===== config.mk =====
export PLATFORM = sky130hd
export DESIGN_NAME = sbff_unit
export DESIGN_NICKNAME = d
export VERILOG_FILES = /design/src/logic/sbff_pkg.sv /design/src/logic/sbff_unit.sv
export VERILOG_INCLUDE_DIRS = /design/src /design/src/logic
export SDC_FILE = /design/constraint.sdc
export NUM_CORES = 1
export LEC_CHECK = 0
export ABC_AREA = 1
export BUFFER_PORTS_ARGS = -buffer_cell sky130_fd_sc_hd__buf_2
export CAP_MARGIN = 20
export CELL_PAD_IN_SITES_DETAIL_PLACEMENT = 1
export CELL_PAD_IN_SITES_GLOBAL_PLACEMENT = 2
export CORE_ASPECT_RATIO = 0.6
export CORE_UTILIZATION = 30
export CTS_BUF_LIST = sky130_fd_sc_hd__clkbuf_4 sky130_fd_sc_hd__clkbuf_8 sky130_fd_sc_hd__clkbuf_16
export DETAILED_ROUTE_END_ITERATION = 10
export GPL_ROUTABILITY_DRIVEN = 0
export PLACE_DENSITY = 0.78
export RECOVER_POWER = 25
export SYNTH_ARGS = -nofsm -noshare
export SYNTH_HDL_FRONTEND = slang
export SYNTH_SLANG_ARGS = --single-unit

===== constraint.sdc =====
create_clock -name pclk -period 1.6 [get_ports pclk]
set_input_delay 0.24 -clock pclk [delete_from_list [all_inputs] [get_ports pclk]]
set_output_delay 0.24 -clock pclk [all_outputs]
set_load 0.005 [all_outputs]

===== src/logic/sbff_params.svh =====
// offsets, field positions, reset values and opcodes of the subword unit
`ifndef SBFF_PARAMS_SVH
`define SBFF_PARAMS_SVH
`define SBFF_OFF_CONFIG     8'h00
`define SBFF_OFF_BYTE_PTR   8'h04
`define SBFF_OFF_OPER_A     8'h08
`define SBFF_OFF_OPER_B     8'h0c
`define SBFF_OFF_COMMAND    8'h10
`define SBFF_OFF_RESULT     8'h14
`define SBFF_OFF_STATUS     8'h18
`define SBFF_OFF_RESULT_LO  8'h1c
`define SBFF_CFG_RESET      3'h0
`define SBFF_BP_RESET       2'h0
`define SBFF_WORD_RESET     32'h00000000
`define SBFF_STAT_RESET     9'h000
`define SBFF_STICKY_MASK    9'h062
`define SBFF_OP_NOP         4'h0
`define SBFF_OP_EXTRACT_BYTE_OP      4'h1
`define SBFF_OP_INSERT_BYTE_OP      4'h2
`define SBFF_OP_COMPARE_BYTES_OP      4'h3
`define SBFF_OP_EXHALF      4'h4
`define SBFF_OP_EXHALF_S    4'h5
`define SBFF_OP_INHALF      4'h6
`define SBFF_OP_STORE_B     4'h7
`define SBFF_OP_STORE_H     4'h8
`define SBFF_OP_LOAD_B      4'h9
`define SBFF_OP_LOAD_H      4'ha
`define SBFF_OP_FP_SINGLE   4'hb
`define SBFF_OP_FP_DOUBLE   4'hc
`define SBFF_OP_BRANCH      4'hd
`define SBFF_SP_EXP_ONES    8'hff
`define SBFF_DP_EXP_ONES    11'h7ff
`define SBFF_SP_GEN_NAN     32'h7fe00000
`define SBFF_DP_GEN_NAN_HI  32'h7ffc0000
`define SBFF_DP_GEN_NAN_LO  32'h00000000
`endif


===== src/logic/sbff_pkg.sv =====
// types of the subword, boolean and float format unit
package sbff_pkg;
    typedef struct packed {
        logic fp_trap_en;
        logic data_width_enable;
        logic byte_order_select;
    } sbff_cfg_t;

    typedef struct packed {
        logic pair_misaligned;
        logic branch_true;
        logic fp_exc_trap;
        logic invalid_op;
        logic signaling;
        logic quiet;
        logic is_nan;
        logic fp_emulate;
        logic done;
    } sbff_stat_t;

    typedef struct packed {
        logic [7:0] pair_reg;
        logic [7:0] imm_byte;
        logic       invalid_req;
        logic       imm_sel;
        logic       sign_flag;
        logic [3:0] opcode;
    } sbff_cmd_t;

    typedef struct packed {
        logic        pready;
        logic        pslverr;
        logic [31:0] prdata;
        sbff_cfg_t   cfg;
        logic [1:0]  byte_pointer;
        logic [31:0] oper_a;
        logic [31:0] oper_b;
        logic [31:0] result;
        logic [31:0] result_lo;
        sbff_stat_t  stat;
    } sbff_state_t;
endpackage : sbff_pkg


===== src/logic/sbff_unit.sv =====
// apb-mapped subword extract/insert/compare, boolean and float format unit
`timescale 1ns/1ps
`include "sbff_params.svh"

// How it works
// - byte_order_select picks left-to-right or right-to-left lanes for bytes and halves.
// - byte store with data width enable replicates low byte into all four lanes.
// - half store with data width enable replicates low half into both lanes.
// - signed byte and half use their own top bit as the sign.
// - extract byte replaces only destination low byte with the selected source byte.
// - insert byte writes source low byte, or instruction constant, into selected lane.
// - compare bytes gives true when any of the four byte pairs match.
// - extract half replaces destination low half with source low or high half.
// - signed extract half fills the upper sixteen bits with the half's sign.
// - insert half writes source low half into destination low or high half.
// - boolean lives in bit 31; branch test looks at that bit only.
// - compare results clear every bit except the top one.
// - float operations are not computed here but raised for software emulation.
// - nan means exponent all ones and nonzero fraction, sign ignored.
// - fraction top bit one means quiet nan, zero means signaling.
// - signaling nan input raises invalid operation; quiet nan does not.
// - no result is ever a signaling nan; nans only from invalid or nan input.
// - every generated nan carries fraction with top two bits set, rest clear.
// - reserved operand enable turns a nan outcome into a float exception trap.
// - the two-bit byte pointer chooses the lane for insert and extract.
// - byte or half load with data width enable sign-extends when sign flag set, else zero-extends.
module sbff_unit
    import sbff_pkg::*;
(
    input  wire logic        pclk,
    input  wire logic        presetn,
    input  wire logic        psel,
    input  wire logic        penable,
    input  wire logic        pwrite,
    input  wire logic [7:0]  paddr,
    input  wire logic [31:0] pwdata,
    input  wire logic [3:0]  pstrb,
    output logic      [31:0] prdata,
    output logic             pready,
    output logic             pslverr,
    output logic             fp_emulate_req,
    output logic             fp_exc_trap
);

    sbff_state_t st_r;
    sbff_state_t st_nxt;

    // physical lane of the pointed byte; bp 0 is the leftmost byte in left-to-right order
    function automatic logic [1:0] byte_lane(input logic bo, input logic [1:0] bp);
        byte_lane = bo ? (2'h3 - bp) : bp;
    endfunction : byte_lane

    function automatic logic half_lane(input logic bo, input logic [1:0] bp);
        half_lane = bo ? ~bp[1] : bp[1];
    endfunction : half_lane

    function automatic logic [7:0] get_byte(input logic [31:0] w, input logic [1:0] ln);
        get_byte = w[ln*8 +: 8];
    endfunction : get_byte

    function automatic logic [15:0] get_half(input logic [31:0] w, input logic ln);
        get_half = ln ? w[31:16] : w[15:0];
    endfunction : get_half

    function automatic logic [31:0] ext_byte(input logic [7:0] b, input logic sgn);
        ext_byte = {{24{sgn & b[7]}}, b};
    endfunction : ext_byte

    function automatic logic [31:0] ext_half(input logic [15:0] h, input logic sgn);
        ext_half = {{16{sgn & h[15]}}, h};
    endfunction : ext_half

    logic        acc;
    logic        wr;
    logic        mapped;
    logic        hit_cfg;
    logic        hit_bp;
    logic        hit_a;
    logic        hit_b;
    logic        hit_cmd;
    logic        hit_stat;
    logic [31:0] wmask;
    logic [31:0] rd_word;
    sbff_cmd_t   cmd;
    sbff_stat_t  set_v;
    sbff_stat_t  clr_v;
    sbff_stat_t  live_v;
    logic        live_en;
    logic [31:0] res_v;
    logic [31:0] res_lo_v;
    logic        res_en;
    logic [1:0]  bl;
    logic        hl;
    logic [7:0]  src_byte;
    logic        any_eq;
    logic        a_nan;
    logic        a_quiet;
    logic        b_nan;
    logic        b_quiet;
    logic        d_nan;
    logic        d_quiet;
    logic        nan_in;
    logic        snan_in;
    logic        qnan_in;
    logic        nan_out;

    always_comb begin
        acc      = psel & penable & ~st_r.pready;
        wr       = psel & penable & st_r.pready & pwrite;
        hit_cfg  = (paddr == `SBFF_OFF_CONFIG);
        hit_bp   = (paddr == `SBFF_OFF_BYTE_PTR);
        hit_a    = (paddr == `SBFF_OFF_OPER_A);
        hit_b    = (paddr == `SBFF_OFF_OPER_B);
        hit_cmd  = (paddr == `SBFF_OFF_COMMAND);
        hit_stat = (paddr == `SBFF_OFF_STATUS);
        mapped   = hit_cfg | hit_bp | hit_a | hit_b | hit_cmd | hit_stat
                 | (paddr == `SBFF_OFF_RESULT) | (paddr == `SBFF_OFF_RESULT_LO);
        wmask    = {{8{pstrb[3]}}, {8{pstrb[2]}}, {8{pstrb[1]}}, {8{pstrb[0]}}};
        // bit 7 of the command word is unused; drop it so imm and pair fields sit on byte lanes
        cmd      = sbff_cmd_t'({pwdata[23:8], pwdata[6:0]});
        bl       = byte_lane(st_r.cfg.byte_order_select, st_r.byte_pointer);
        hl       = half_lane(st_r.cfg.byte_order_select, st_r.byte_pointer);
        // float fields: singles in oper_a and oper_b, double hi in oper_a and lo in oper_b
        a_nan    = (st_r.oper_a[30:23] == `SBFF_SP_EXP_ONES)
                 & (st_r.oper_a[22:0] != 23'h000000);
        a_quiet  = st_r.oper_a[22];
        b_nan    = (st_r.oper_b[30:23] == `SBFF_SP_EXP_ONES)
                 & (st_r.oper_b[22:0] != 23'h000000);
        b_quiet  = st_r.oper_b[22];
        d_nan    = (st_r.oper_a[30:20] == `SBFF_DP_EXP_ONES)
                 & ({st_r.oper_a[19:0], st_r.oper_b} != 52'h0);
        d_quiet  = st_r.oper_a[19];
        any_eq   = 1'b0;
        for (int i = 0; i < 4; i++) begin
            any_eq = any_eq | (st_r.oper_a[i*8 +: 8] == st_r.oper_b[i*8 +: 8]);
        end
        set_v    = sbff_stat_t'(`SBFF_STAT_RESET);
        clr_v    = sbff_stat_t'(`SBFF_STAT_RESET);
        live_v   = st_r.stat;
        live_en  = 1'b0;
        res_v    = st_r.result;
        res_lo_v = st_r.result_lo;
        res_en   = 1'b0;
        src_byte = 8'h00;
        nan_in   = 1'b0;
        snan_in  = 1'b0;
        qnan_in  = 1'b0;
        nan_out  = 1'b0;

        if (wr && hit_cmd && pstrb[0]) begin
            res_en        = 1'b1;
            live_en       = 1'b1;
            set_v.done    = 1'b1;
            live_v.is_nan = 1'b0;
            live_v.quiet  = 1'b0;
            live_v.signaling   = 1'b0;
            live_v.branch_true = 1'b0;
            live_v.pair_misaligned = 1'b0;
            src_byte = cmd.imm_sel ? cmd.imm_byte : st_r.oper_b[7:0];
            case (cmd.opcode)
                `SBFF_OP_EXTRACT_BYTE_OP: begin
                    // oper_b is the destination, so zero there zero-extends
                    res_v = {st_r.oper_b[31:8], get_byte(st_r.oper_a, bl)};
                end
                `SBFF_OP_INSERT_BYTE_OP: begin
                    res_v = st_r.oper_a;
                    res_v[bl*8 +: 8] = src_byte;
                end
                `SBFF_OP_COMPARE_BYTES_OP: begin
                    res_v = {any_eq, 31'h00000000};
                end
                `SBFF_OP_EXHALF: begin
                    res_v = {st_r.oper_b[31:16], get_half(st_r.oper_a, hl)};
                end
                `SBFF_OP_EXHALF_S: begin
                    res_v = ext_half(get_half(st_r.oper_a, hl), 1'b1);
                end
                `SBFF_OP_INHALF: begin
                    res_v = hl ? {st_r.oper_b[15:0], st_r.oper_a[15:0]}
                               : {st_r.oper_a[31:16], st_r.oper_b[15:0]};
                end
                `SBFF_OP_STORE_B: begin
                    // without width enable the store is a plain word
                    res_v = st_r.cfg.data_width_enable ? {4{st_r.oper_a[7:0]}}
                                                      : st_r.oper_a;
                end
                `SBFF_OP_STORE_H: begin
                    res_v = st_r.cfg.data_width_enable ? {2{st_r.oper_a[15:0]}}
                                                      : st_r.oper_a;
                end
                `SBFF_OP_LOAD_B: begin
                    res_v = st_r.cfg.data_width_enable
                          ? ext_byte(get_byte(st_r.oper_b, bl), cmd.sign_flag)
                          : st_r.oper_b;
                end
                `SBFF_OP_LOAD_H: begin
                    res_v = st_r.cfg.data_width_enable
                          ? ext_half(get_half(st_r.oper_b, hl), cmd.sign_flag)
                          : st_r.oper_b;
                end
                `SBFF_OP_FP_SINGLE, `SBFF_OP_FP_DOUBLE: begin
                    if (cmd.opcode == `SBFF_OP_FP_DOUBLE) begin
                        nan_in  = d_nan;
                        snan_in = d_nan & ~d_quiet;
                        qnan_in = d_nan & d_quiet;
                        // odd first register makes the pair unusable
                        live_v.pair_misaligned = cmd.pair_reg[0];
                    end else begin
                        nan_in  = a_nan | b_nan;
                        snan_in = (a_nan & ~a_quiet) | (b_nan & ~b_quiet);
                        qnan_in = (a_nan & a_quiet) | (b_nan & b_quiet);
                    end
                    nan_out            = nan_in | cmd.invalid_req;
                    live_v.is_nan      = nan_in;
                    live_v.quiet       = qnan_in;
                    live_v.signaling   = snan_in;
                    set_v.fp_emulate   = 1'b1;
                    set_v.invalid_op   = snan_in | cmd.invalid_req;
                    set_v.fp_exc_trap  = nan_out & st_r.cfg.fp_trap_en;
                    // arithmetic is software's; only the default quiet nan is formed here
                    if (nan_out) begin
                        if (cmd.opcode == `SBFF_OP_FP_DOUBLE) begin
                            res_v    = `SBFF_DP_GEN_NAN_HI;
                            res_lo_v = `SBFF_DP_GEN_NAN_LO;
                        end else begin
                            res_v    = `SBFF_SP_GEN_NAN;
                        end
                    end
                end
                `SBFF_OP_BRANCH: begin
                    live_v.branch_true = st_r.oper_a[31];
                end
                default: begin
                    res_v = st_r.result;
                end
            endcase
        end
        if (wr && hit_stat) begin
            clr_v = sbff_stat_t'(pwdata[8:0] & `SBFF_STICKY_MASK | {8'h00, pwdata[0]});
        end

        case (paddr)
            `SBFF_OFF_CONFIG:    rd_word = {29'h00000000, st_r.cfg};
            `SBFF_OFF_BYTE_PTR:  rd_word = {30'h00000000, st_r.byte_pointer};
            `SBFF_OFF_OPER_A:    rd_word = st_r.oper_a;
            `SBFF_OFF_OPER_B:    rd_word = st_r.oper_b;
            `SBFF_OFF_RESULT:    rd_word = st_r.result;
            `SBFF_OFF_STATUS:    rd_word = {23'h000000, st_r.stat};
            `SBFF_OFF_RESULT_LO: rd_word = st_r.result_lo;
            default:             rd_word = 32'h00000000;
        endcase

        st_nxt        = st_r;
        st_nxt.pready = acc;
        if (acc) begin
            st_nxt.prdata  = (pwrite || !mapped) ? 32'h00000000 : rd_word;
            st_nxt.pslverr = ~mapped;
        end else begin
            st_nxt.prdata  = 32'h00000000;
            st_nxt.pslverr = 1'b0;
        end
        if (wr && hit_cfg && pstrb[0]) begin
            st_nxt.cfg = sbff_cfg_t'(pwdata[2:0]);
        end
        if (wr && hit_bp && pstrb[0]) begin
            st_nxt.byte_pointer = pwdata[1:0];
        end
        if (wr && hit_a) begin
            st_nxt.oper_a = (st_r.oper_a & ~wmask) | (pwdata & wmask);
        end
        if (wr && hit_b) begin
            st_nxt.oper_b = (st_r.oper_b & ~wmask) | (pwdata & wmask);
        end
        if (res_en) begin
            st_nxt.result    = res_v;
            st_nxt.result_lo = res_lo_v;
        end
        // a set in the same cycle as a clear survives
        st_nxt.stat = (live_en ? live_v : st_r.stat) & ~clr_v | set_v;
    end

    always_ff @(posedge pclk or negedge presetn) begin
        if (!presetn) begin
            st_r.pready       <= 1'b0;
            st_r.pslverr      <= 1'b0;
            st_r.prdata       <= `SBFF_WORD_RESET;
            st_r.cfg          <= sbff_cfg_t'(`SBFF_CFG_RESET);
            st_r.byte_pointer <= `SBFF_BP_RESET;
            st_r.oper_a       <= `SBFF_WORD_RESET;
            st_r.oper_b       <= `SBFF_WORD_RESET;
            st_r.result       <= `SBFF_WORD_RESET;
            st_r.result_lo    <= `SBFF_WORD_RESET;
            st_r.stat         <= sbff_stat_t'(`SBFF_STAT_RESET);
        end else begin
            st_r <= st_nxt;
        end
    end

    assign prdata         = st_r.prdata;
    assign pready         = st_r.pready;
    assign pslverr        = st_r.pslverr;
    assign fp_emulate_req = st_r.stat.fp_emulate;
    assign fp_exc_trap    = st_r.stat.fp_exc_trap;

endmodule : sbff_unit


# ---- Word-level counts from Yosys, hierarchy flattened
# Index checks and enable logic that the tools add are counted.
dict set report word_totals {
  output_inout_bits 36
  reg_bits 144
  word_cells 155
  input_bits 49
}
dict set report op_classes {
  addsub 2
  bitwise_logic 47
  eq_ne 28
  shift 4
  mux 37
  reduce_logical 18
}
# operator count
set ops {}
lappend ops {{case mux 32 bit (11 select lines)} 1}
lappend ops {{2-to-1 mux 32 bit} 7}
lappend ops {{case mux 32 bit (6 select lines)} 1}
lappend ops {{bitwise AND 32 bit} 3}
lappend ops {{OR 32 bit} 2}
lappend ops {{variable part select 32 x 6 -> 8 bit} 2}
lappend ops {{nonzero test 52 bit} 1}
lappend ops {{nonzero test 23 bit} 2}
lappend ops {{negation 5 -> 34 bit} 1}
lappend ops {{variable shift 8 x 34 -> 32 bit, first input constant} 1}
lappend ops {{variable part select 8 x 34 -> 32 bit} 1}
lappend ops {{2-to-1 mux 33 bit} 1}
lappend ops {{bitwise mux 32 bit} 1}
lappend ops {{equality test 8 x 5 -> 1 bit, second input constant} 4}
lappend ops {{equality test 8 bit} 4}
lappend ops {{2-to-1 mux 16 bit} 2}
lappend ops {{NOT 32 bit} 1}
lappend ops {{equality test 4 bit, second input constant} 6}
lappend ops {{2-to-1 mux 21 bit} 1}
lappend ops {{bitwise AND 1 bit} 16}
lappend ops {{equality test 4 x 3 -> 1 bit, second input constant} 4}
lappend ops {{equality test 8 x 4 -> 1 bit, second input constant} 2}
lappend ops {{equality test 8 bit, second input constant} 2}
lappend ops {{OR 1 bit} 15}
lappend ops {{24 further kinds} 55}

# ---- Logic depth before layout (Yosys ltp)
# Gate-level depths: netlist (run 1).
dict set report depth {
  depth_word 12
  depth_mapped 15
  ltp_nobuf 14
}

# ---- Worst setup path before layout (run 1)
# Ideal clock, no wire load.
dict set report synth_timing {
  path_kind {register -> register}
  startpoint {register st_r[138] in the netlist's numbering}
  endpoint {register st_r[72] in the netlist's numbering}
  required_time_ns 1.483
  setup_slack_ns -0.066
  arrival_time_ns 1.549
  period_less_slack_ns 1.666
  path_buffers 2
  setup_time_ns 0.117
  path_stages_with_launch 15
  path_cell_list {dfrtp_1 -> inv_1 -> nand2_1 -> nand2_1 -> buf_4 -> buf_4 -> nand2_1 -> nand3_1 -> nand2_1 -> nor2_1 -> nand3_1 -> a21oi_1 -> nand2_1 -> nand3_1 -> nand2_1}
}
dict set report synth_via {
  elab_chain_len 6
  elab_cells_between_ends 17
  classes_between {add/sub: 2; shift: 3; mux: 9; bitwise: 3}
}
# item line_no
set synth_rtl {}
lappend synth_rtl {{start: declaration} sbff_unit.sv:45} ;# sbff_state_t st_r;
lappend synth_rtl {{start signal: assignment} sbff_unit.sv:295} ;# st_r <= st_nxt;
lappend synth_rtl {{subtractor 2 bit / NOT 1 bit (equally long branches)} {sbff_unit.sv:50, sbff_unit.sv:54}}
lappend synth_rtl {{2-to-1 mux 2 bit / 2-to-1 mux 1 bit (equally long branches)} {sbff_unit.sv:50, sbff_unit.sv:54}}
lappend synth_rtl {{negation 5 -> 34 bit (tied with other cells)} sbff_unit.sv:167} ;# res_v[bl*8 +: 8] = src_byte;
lappend synth_rtl {{variable part select 8 x 34 -> 32 bit (tied with other cells)} sbff_unit.sv:167}
lappend synth_rtl {{bitwise mux 32 bit (tied with other cells)} sbff_unit.sv:167}
lappend synth_rtl {{case mux 32 bit (11 select lines) *} sbff_unit.sv:160} ;# case (cmd.opcode)
# Every way passes the cells marked *; elsewhere a longest branch is shown, timed or not.
# A chain may end at the register's enable or synchronous reset.

# ---- Final worst setup path (run 1)
dict set report layout_timing {
  startpoint {register st_r[139] in the netlist's numbering}
  endpoint {register st_r[42] in the netlist's numbering}
}
dict set report layout_via {
  elab_chain_len 5
  elab_cells_between_ends 14
  classes_between {add/sub: 1; shift: 4; mux: 9}
}
# item line_no
set layout_rtl {}
lappend layout_rtl {{2-to-1 mux 2 bit} sbff_unit.sv:50} ;# byte_lane = bo ? (2'h3 - bp) : bp;
lappend layout_rtl {{negation 5 -> 34 bit} sbff_unit.sv:167}
lappend layout_rtl {{variable part select 8 x 34 -> 32 bit / variable shift 8 x 34 -> 32 bit (equally long branches)} sbff_unit.sv:167}
lappend layout_rtl {{bitwise mux 32 bit} sbff_unit.sv:167}
lappend layout_rtl {{case mux 32 bit (11 select lines) *} sbff_unit.sv:160}
# Marked as above.

==> flow_summary_export.csv, run 1 <==
group,metric,value,unit
status,status,"complete, but fails checks",
status,violations,"DRC, setup timing",
logic_synthesis,synth_most_common_cell,"nand2_1",
die,dieArea,0.03704,sq mm
timing,min_period_over_period,129.4,%
flow_run,cap_violations,0,
layout,nets,2253,
logic_synthesis,synth_flop_cell,"dfrtp_1",
setup_path,setup.worst_path.end_class,"register",
timing,skew,13.17,ps
logic_synthesis,synth_area,0.01087,sq mm
global_routing,track_usage,36.02,%
placement,dp_cells,2599,
detailed_routing,drt_iter0_markers,2065,
detailed_routing,wl_per_cell,25.57,microns
detailed_routing,wl,68700,microns
clock_tree,cts_buffer_depth,2,
logic_synthesis,synth-xor-area-share,0.5638,%
die,ios,85,
clock_tree,clockRootBuffer,"clkbuf_16",
timing,finalMaxSlewViolations,0,
pwr,seq_power_share,40.0,%
logic_synthesis,synth.area.top_cells,"dfrtp_1, nand2_1, o21ai_0, nor2_1, inv_1",
timing,setup_tns,-15450,ps
logic_synthesis,synth_area_leader_cell,"dfrtp_1",
die,start_util,30.77,%
logic_synthesis,synthAdderAreaFrac,0,%
detailed_routing,drt-pass1-iter-count,11,
clock_tree,h-tree-depth,4,
timing,setup_slack,-470.1,ps
pwr,switching_share,29.21,%
setup_path,cp.required,2010,ps
logic_synthesis,syn-instance-count,1770,
global_routing,grt.overflow.total,0,
setup_path,critPathMaxFanout,7,
global_routing,grt_pass1_vias,14980,
logic_synthesis,syn_avg_cell_area,6.144,sq um
global_routing,grt_max_degree,45,
layout,stdcell_count,2687,
pwr,vdd_drop_max,0.6906,mV
logic_synthesis,synth_top_family_by_area,"simple AND/OR/NAND/NOR gates",
placement,dp_hpwl,50780,microns
logic_synthesis,async_reset_ff_share,100.0,%
layout,drive_gt1_share,39.38,%
pwr,p_sw,2.670,mW
hold_path,hold_class,"input pin to register",
logic_synthesis,synth-seq-area-share,33.14,%
pwr,p_leak,8.526,nW
timing,max_slew.worst_pin.slew,827.2,ps
die,coreArea,0.03535,sq mm
clock_tree,path_clk_slew,70,ps
layout,fill_cells,4433,
detailed_routing,drcViolationCount,8,
clock_tree,cts_tree,"built",
logic_synthesis,synth-compound-area-share,18.35,%
pwr,power_density,528.0,mW/mm^2
layout,finish.utilization,48.98,%
global_routing,antenna_found_initial,1,
logic_synthesis,synth-edff-count,0,
pwr,power_frac_clock,46.8,%
detailed_routing,ant_nets,0,
timing,relSlewSlack,44.85,%
placement,io_buffers,84,
timing,setup_violations,84,
logic_synthesis,synth.area.mux_share,0,%
timing,final_hold_viol_count,0,
logic_synthesis,synth.top_cell.area_share,33.14,%
logic_synthesis,syn_nets,1819,
logic_synthesis,synth_common_cells,"nand2_1, nor2_1, o21ai_0",
clock_tree,numCtsBuffers,17,
die,rows,53,
global_routing,grt_pass1_wl,96590,microns
clock_tree,clock_sinks,144,
timing,rsz0062_at_grt,"yes",
pwr,combinationalPowerShare,13.2,%
setup_path,critPathArrivalTime,2480,ps
layout,syn_to_final_growth,59.20,%
detailed_routing,via_per_inst,5.659,
die,die_x,247.8,microns
logic_synthesis,yosys_warnings,0,
logic_synthesis,ys_ff_latch,144,
logic_synthesis,synth_cell_types,37,
detailed_routing,vias,15210,
logic_synthesis,synth-simple-area-share,36.14,%
setup_path,critPathLaunchType,"register",
timing,fmax,0.4831,GHz
pwr,p_int,6.470,mW
setup_path,critPathKind,"register to register",
timing,post-route-min-period,2070,ps
die,die_y,149.5,microns
clock_tree,clkLatencyLatePin,470,ps
## what timing repair did
action                                  4_1_cts  5_1_grt
hold buffers                                  1        0
resized for setup                           210      298
endpoints found under the setup margin       46      105
endpoints found under the hold margin        30        0
buffers inserted                             21       26
pin swaps                                    33       50
gates cloned                                 10        6
## area by class of cell
type,count,area [sq um],share of cell area [%]
clock inverter,13,152.6,0.8818
timing repair buffer,547,4662,26.93
clock buffer,19,446.7,2.580
sequential,144,3635,21.00
inverter,142,544.3,3.144
antenna,3,7.507,0.04337
timing repair inverter,1,7.507,0.04337
multi-input combinational,1351,7272,42.01
tap,467,584.3,3.375
## worst max-delay path: stages (launching register included)
cell	delay (ps)
dfrtp_2	500
inv_6	90
nand2_8	110
nand2_8	90
buf_6	150
nor2_4	230
nand2_1	90
o21ai_1	190
buf_4	190
nor4_4	30
a21oi_1	150
nand2_1	90
nand2_1	70
## routing by layer
layer  global-route usage, %  vias up  routed length (microns)
li1                        -     6568                        -
met1                   50.49     7542                    29570
met3                   15.64      211                     9473
met2                   48.70      881                    27060
met5                   3.610        -                      120
met4                   10.61        4                     2474
## through the flow
| stage | setup slack, ps | hold WS (ps) | total power [mW] | instance area [sq um] |
|---|---|---|---|---|
| 5_1_grt | -538.3 | 38.04 | 9.376 | 17300 |
| 6_report | -470.1 | 30.22 | 9.140 | 17310 |
| 3_5_place_dp | -599.8 | 239.8 | 4.775 | 14650 |
| 3_3_place_gp | -540.9 | 234.1 | 4.750 | 14650 |
| 4_1_cts | -376.7 | 33.57 | 9.080 | 16250 |
| 2_1_floorplan | -44.70 | -55.59 | 4.124 | 10910 |
## power groups by stage
stage / clock network (mW) / logic (mW) / registers (mW)
detailed placement: 0 / 1.05 / 3.72
floorplan: 0 / 0.404 / 3.72
global route: 4.45 / 1.27 / 3.65
finish: 4.28 / 1.21 / 3.65
global placement: 0 / 1.03 / 3.72
CTS: 4.31 / 1.12 / 3.65
## layout by cell type (no fill, tap or decap), drive strengths merged
master,count
a211oi,1
a21oi,66
a221oi,4
a22o,2
a31oi,21
a41oi,5
buf,533
bufbuf,1
bufinv,2
clkbuf,31
clkinv,2
clkinvlp,7
dfrtp,144
diode,3
dlygate4sd3,1
inv,145
nand2,696
nand3,53
nand4,24
nor2,198
nor3,14
nor4,2
o211ai,47
o21a,1
o21ai,191
o22ai,17
o31ai,1
or2,1
xnor2,1
xor2,6
## final timing paths
kind,start,endpoint,slack (ps),depth (start not counted)
worst max-delay path,st_r[139],st_r[42],-470,12
worst min-delay path,pwdata[19],register,30,3
worst max register to register,st_r[139],st_r[42],-470,12
worst min register to register,st_r[53],st_r[53],510,2
max in group asynchronous,presetn,prdata[2],400,3
min in group asynchronous,presetn,prdata[14],440,2
## cells by family (layout without fill, tap and decap cells)
| family | after synthesis | count (layout) |
|---|---|---|
| compound gates | 356 | 356 |
| xor+xnor | 7 | 7 |
| buf+inv | 279 | 722 |
| flops | 144 | 144 |
| other cells | 0 | 3 |
| simple gates | 984 | 988 |
No activity file was read; power rests on OpenSTA's default activity.
==> inputs of run 2 (changes only) <==
--- a/config.mk
+++ b/config.mk
@@ -12,11 +12,11 @@
 export CELL_PAD_IN_SITES_DETAIL_PLACEMENT = 1
 export CELL_PAD_IN_SITES_GLOBAL_PLACEMENT = 2
 export CORE_ASPECT_RATIO = 0.6
-export CORE_UTILIZATION = 30
-export CTS_BUF_LIST = sky130_fd_sc_hd__clkbuf_4 sky130_fd_sc_hd__clkbuf_8 sky130_fd_sc_hd__clkbuf_16
+export CORE_UTILIZATION = 31
+export CTS_BUF_LIST = sky130_fd_sc_hd__clkbuf_2
 export DETAILED_ROUTE_END_ITERATION = 10
 export GPL_ROUTABILITY_DRIVEN = 0
-export PLACE_DENSITY = 0.78
+export PLACE_DENSITY = 0.8
 export RECOVER_POWER = 25
 export SYNTH_ARGS = -nofsm -noshare
 export SYNTH_HDL_FRONTEND = slang
==> run 2 against run 1 <==
  * The run ends with setup timing left
  * Clock skew increased by 40 ps
  * Non-clock buffer count up 70
  * Worst hold slack improved by 80 ps
  * Via count grew 2.6%
  * Die area fell by 3.2%
  * Cell count is 2.2% higher
  * First-iteration DRC count fell by 0.87%
  * Largest power group is now registers
==> flow_summary_export.csv, run 2 (synthesis gave the netlist of run 1 again) <==
group,metric,value,unit
clock_tree,cts_buffer_depth,2,
detailed_routing,via_per_inst,5.684,
pwr,power_frac_clock,33.5,%
global_routing,antenna_found_initial,3,
setup_path,setup.worst_path.end_class,"register",
setup_path,critPathLaunchType,"register",
placement,dp_hpwl,49710,microns
global_routing,grt_max_degree,29,
die,die_y,147.1,microns
timing,setup_violations,138,
status,violations,"setup timing",
global_routing,grt_pass1_wl,96360,microns
pwr,p_sw,2.506,mW
setup_path,critPathArrivalTime,2900,ps
pwr,fin_total_pwr,7.439,mW
timing,post-route-min-period,2120,ps
die,ios,85,
setup_path,cp.required,2380,ps
detailed_routing,drt_iter0_markers,2047,
die,start_util,31.90,%
timing,max_slew.worst_pin.slew,712.7,ps
clock_tree,h-tree-depth,4,
setup_path,critPathKind,"register to register",
layout,fill_cells,4395,
setup_path,critPathMaxFanout,6,
detailed_routing,vias,15610,
global_routing,track_usage,36.74,%
pwr,p_leak,8.619,nW
timing,final_hold_viol_count,0,
die,rows,52,
timing,skew,53.13,ps
die,coreArea,0.03409,sq mm
pwr,switching_share,33.68,%
timing,fin_hold_ws,110.5,ps
die,dieArea,0.03586,sq mm
detailed_routing,wl,68440,microns
layout,final_cell_mix,"nand2_1, buf_4, nor2_1",
placement,postPlaceCellArea,0.01463,sq mm
pwr,vdd_drop_max,0.3674,mV
layout,syn_to_final_growth,61.64,%
layout,stdcell_count,2746,
timing,setup_slack,-520.0,ps
global_routing,grt_pass1_vias,15190,
timing,relSlewSlack,52.49,%
pwr,power_density,423.2,mW/mm^2
timing,min_period_over_period,132.5,%
detailed_routing,ant_nets,0,
detailed_routing,drt-pass1-iter-count,6,
pwr,seq_power_share,49.2,%
detailed_routing,drcViolationCount,0,
timing,finalMaxSlewViolations,0,
placement,io_buffers,84,
timing,rsz0062_at_grt,"yes",
clock_tree,numCtsBuffers,17,
die,die_x,243.8,microns
layout,register_area,0.003633,sq mm
detailed_routing,wl_per_cell,24.92,microns
layout,finish.utilization,51.56,%
global_routing,grt.overflow.total,0,
pwr,combinationalPowerShare,17.3,%
clock_tree,clkLatencyLatePin,900,ps
layout,nets,2321,
flow_run,cap_violations,0,
layout,mostFrequentLayoutCell,"nand2_1",
layout,multi_input_area,0.007284,sq mm
status,status,"complete, but fails checks",
clock_tree,cts_tree,"built",
layout,drive_gt1_share,39.17,%
layout,final_area,0.01758,sq mm
timing,fmax,0.4717,GHz
clock_tree,clockRootBuffer,"clkbuf_2",
pwr,p_int,4.934,mW
clock_tree,clock_sinks,144,
placement,dp_cells,2591,
hold_path,hold_class,"input pin to register",
clock_tree,path_clk_slew,290,ps
run 2: layout make-up:
type / instances / share of cell area, %
clock inverter: 15 / 1.018
inverter: 142 / 3.125
timing repair inverter: 1 / 0.04271
multi-input combinational: 1349 / 41.44
clock buffer: 17 / 0.4841
antenna: 2 / 0.02847
tap: 459 / 3.267
timing repair buffer: 617 / 29.92
sequential: 144 / 20.67
run 2: worst paths after layout:
| kind | cells after the start | startpoint | slack (ps) | end |
|---|---|---|---|---|
| worst min-delay path | 4 | pwdata[17] | 110 | register |
| worst min register to register | 2 | st_r[53] | 530 | st_r[53] |
| worst max register to register | 13 | st_r[139] | -520 | st_r[56] |
| worst max-delay path | 13 | st_r[139] | -520 | st_r[56] |
| max in group asynchronous | 4 | presetn | 70 | async pin |
| min in group asynchronous | 4 | presetn | 840 | st_r[44] |
run 2: power by group through the flow:
| stage | registers (mW) | clock network (mW) | logic (mW) |
|---|---|---|---|
| after floorplan | 3.72 | 0 | 0.404 |
| after detailed placement | 3.72 | 0 | 1.01 |
| after global routing | 3.67 | 2.70 | 1.36 |
| after global placement | 3.72 | 0 | 0.987 |
| after CTS | 3.66 | 2.55 | 1.19 |
| final | 3.66 | 2.49 | 1.29 |
run 2: worst max-delay path, cell delays in order, from the launching register on:
cell	delay (ps)
dfrtp_2	510
inv_4	80
nand2_4	90
nand2_4	80
buf_12	160
nor2_8	110
clkinvlp_4	180
buf_6	170
o21ai_4	140
a21oi_2	70
nor2_2	210
nand2_1	80
nand2_1	60
o21ai_1	60
run 2: routing by layer:
layer,wire [microns],global-route usage [%],share of wire (%)
met4,2544,11.69,3.7
met5,126,0,0.18
met3,10320,17.43,15
met2,26830,49.46,39
met1,28620,50.87,42
run 2: metrics by stage:
stage                     TNS [ps]  setup slack, ps
after global placement      -28690           -468.1
after CTS                   -21580           -429.1
final                       -23520           -520.0
after global routing        -34040           -598.1
after floorplan             -489.9           -44.70
after detailed placement    -36420           -543.7
run 2: what timing repair did:
item | 4_1_cts | 5_1_grt
gates resized for setup | 183 | 311
setup endpoints to repair | 121 | 176
gates cloned | 7 | 10
hold buffers | 50 | 0
endpoints found under the hold margin | 246 | 0
pin swaps | 48 | 51
setup buffers | 39 | 26
==> inputs of run 3 (changes only) <==
--- a/config.mk
+++ b/config.mk
@@ -6,17 +6,16 @@
 export SDC_FILE = /design/constraint.sdc
 export NUM_CORES = 1
 export LEC_CHECK = 0
-export ABC_AREA = 1
 export BUFFER_PORTS_ARGS = -buffer_cell sky130_fd_sc_hd__buf_2
 export CAP_MARGIN = 20
 export CELL_PAD_IN_SITES_DETAIL_PLACEMENT = 1
 export CELL_PAD_IN_SITES_GLOBAL_PLACEMENT = 2
 export CORE_ASPECT_RATIO = 0.6
-export CORE_UTILIZATION = 31
+export CORE_UTILIZATION = 35
 export CTS_BUF_LIST = sky130_fd_sc_hd__clkbuf_2
 export DETAILED_ROUTE_END_ITERATION = 10
 export GPL_ROUTABILITY_DRIVEN = 0
-export PLACE_DENSITY = 0.8
+export PLACE_DENSITY = 0.79
 export RECOVER_POWER = 25
 export SYNTH_ARGS = -nofsm -noshare
 export SYNTH_HDL_FRONTEND = slang
==> run 3 against run 2 <==
  * Non-clock buffer count fell by 124
  * Via count fell by 22%
  * First-iteration DRC count rose by 1.5%
  * Power fell by 9.1%
  * The run ends with hold timing, setup timing left
==> flow_summary_export.csv, run 3 <==
group,metric,value,unit
status,status,"complete, but fails checks",
status,violations,"hold timing, setup timing",
clock_tree,clockRootBuffer,"clkbuf_2",
setup_path,critPathKind,"register to register",
global_routing,grt_max_degree,45,
layout,syn_to_final_growth,47.72,%
detailed_routing,drt-pass1-iter-count,8,
global_routing,grt.overflow.total,0,
timing,skew,50.56,ps
global_routing,antenna_found_initial,2,
pwr,vdd_drop_max,0.2506,mV
clock_tree,clkLatencyLatePin,880,ps
clock_tree,clock_sinks,144,
logic_synthesis,synth_most_common_cell,"dfrtp_1",
setup_path,max_stage_delay,560,ps
logic_synthesis,synth_area_leader_cell,"dfrtp_1",
logic_synthesis,synth-edff-count,0,
detailed_routing,wl,57110,microns
pwr,power_density,450.2,mW/mm^2
die,coreArea,0.02805,sq mm
logic_synthesis,async_reset_ff_share,100.0,%
layout,multi_input_area,0.006601,sq mm
placement,io_buffers,84,
global_routing,grt_pass1_wl,81270,microns
logic_synthesis,ys_ff_latch,144,
logic_synthesis,syn_avg_cell_area,8.791,sq um
timing,fin_hold_ws,-65.76,ps
setup_path,cp.required,2420,ps
detailed_routing,via_per_inst,6.476,
timing,setup_tns,-63220,ps
timing,min_period_over_period,169.6,%
timing,final_hold_viol_count,2,
detailed_routing,wl_per_cell,30.33,microns
logic_synthesis,synth_area,0.01017,sq mm
pwr,p_leak,6.722,nW
logic_synthesis,synth_cell_types,67,
timing,rsz0062_at_grt,"yes",
layout,register_area,0.003610,sq mm
layout,drive_gt1_share,44.28,%
global_routing,track_usage,37.79,%
die,rows,47,
die,die_y,134.0,microns
die,start_util,36.26,%
pwr,fin_total_pwr,6.763,mW
hold_path,hold_class,"input pin to register",
logic_synthesis,synth_common_cells,"dfrtp_1, clkbuf_1, nor2_1",
setup_path,critPathLaunchType,"register",
die,die_x,222.1,microns
detailed_routing,drcViolationCount,0,
logic_synthesis,syn_nets,1206,
setup_path,critical-path-slowest-cell,"or4_4",
placement,dp_hpwl,40910,microns
flow_run,cap_violations,0,
detailed_routing,drt_iter0_markers,2077,
clock_tree,cts_buffer_depth,2,
detailed_routing,vias,12200,
die,dieArea,0.02977,sq mm
timing,fmax,0.3686,GHz
timing,post-route-min-period,2713,ps
logic_synthesis,synth.top_cell.area_share,35.43,%
layout,mostFrequentLayoutCell,"buf_4",
layout,final_cell_mix,"buf_4, dfrtp_1, nor2_1, nand2_1, buf_2",
setup_path,setup.worst_path.end_class,"register",
logic_synthesis,yosys_warnings,0,
clock_tree,numCtsBuffers,17,
timing,relSlewSlack,49.07,%
setup_path,critPathArrivalTime,3540,ps
logic_synthesis,syn-instance-count,1157,
layout,fill_cells,3148,
setup_path,path_cells,"or4_4 > or4_4 > o21ai_4 > a21oi_4 > o31ai_4 > buf_6 > buf_6 > clkbuf_16 > a22o_1",
logic_synthesis,synth-seq-area-share,35.43,%
detailed_routing,ant_nets,0,
logic_synthesis,synth_flop_cell,"dfrtp_1",
clock_tree,cts_tree,"built",
global_routing,grt_pass1_vias,11910,
timing,setup_slack,-1113,ps
die,ios,85,
timing,max_slew.worst_pin.slew,755.9,ps
setup_path,critPathMaxFanout,7,
timing,finalMaxSlewViolations,0,
logic_synthesis,synth.area.top_cells,"dfrtp_1, mux2_2, mux2i_1, clkbuf_1, nor2_1",
clock_tree,path_clk_slew,230,ps
timing,setup_violations,153,
clock_tree,h-tree-depth,4,
layout,nets,1550,
==> run 3: final timing paths <==
check | to | from | cells past startpoint | slack (ps)
setup / recovery | st_r[55] | register | 9 | -1110
hold / removal | st_r[8] | paddr[2] | 6 | -70
setup reg to reg | st_r[55] | register | 9 | -1110
hold reg to reg | st_r[2] | st_r[2] | 2 | 510
max in group asynchronous | live_v[0] | presetn | 4 | 100
min in group asynchronous | async pin | presetn | 4 | 800
==> run 3: cell families after synthesis <==
group	share of synthesized area, %
xor+xnor	3.346
compound gates	21.82
simple gates	16.73
buf+inv	8.267
flops	35.43
mux	14.41
==> run 3: worst max-delay path, delay by kind of cell (launching register included) <==
family	cells	cell delay, ps
compound gates	4	680
buf+inv	3	480
flops	1	440
simple gates	2	1100
==> run 3: what timing repair did <==
item / CTS / global route
gates resized for setup: 107 / 96
endpoints found under the hold margin: 224 / 8
setup endpoints to repair: 164 / 165
hold buffers: 49 / 4
buffers inserted: 28 / 12
cloned: 7 / 3
pin swaps: 36 / 27
==> run 3: metrics by stage <==
step           instance area (sq um)  worst slack [ps]  std cells  util [%]
2_1_floorplan                  10510            -904.3       1157         -
3_3_place_gp                   13160            -977.5       1761     46.91
3_5_place_dp                   13160             -1035       1761     46.91
4_1_cts                        14640            -981.1       1875     52.21
5_1_grt                        15020             -1146       1881     53.54
6_report                       15020             -1113       1883     53.56
==> run 3: per-layer routing <==
metal	part of all wire (%)	GRT usage (%)	routed length (microns)
met2	38	49.63	21770
met1	42	53.04	24150
met3	15	18.20	8784
met4	3.8	11.96	2182
met5	0.39	2.258	221
==> run 3: layout make-up <==
cell class	instances	share of cell area [%]
well taps	367	3.056
multi-input cells	831	43.94
clock buffers	18	0.5996
inverters	14	0.3498
repair buffers	493	27.38
clock inverters	13	0.5996
flip-flops and latches	144	24.03
diodes	3	0.04997
==> run 3: where the power goes <==
| part | internal, mW | switching, mW |
|---|---|---|
| combinational | 0.496 | 0.674 |
| clock | 0.397 | 1.54 |
| sequential | 3.65 | 0.00719 |
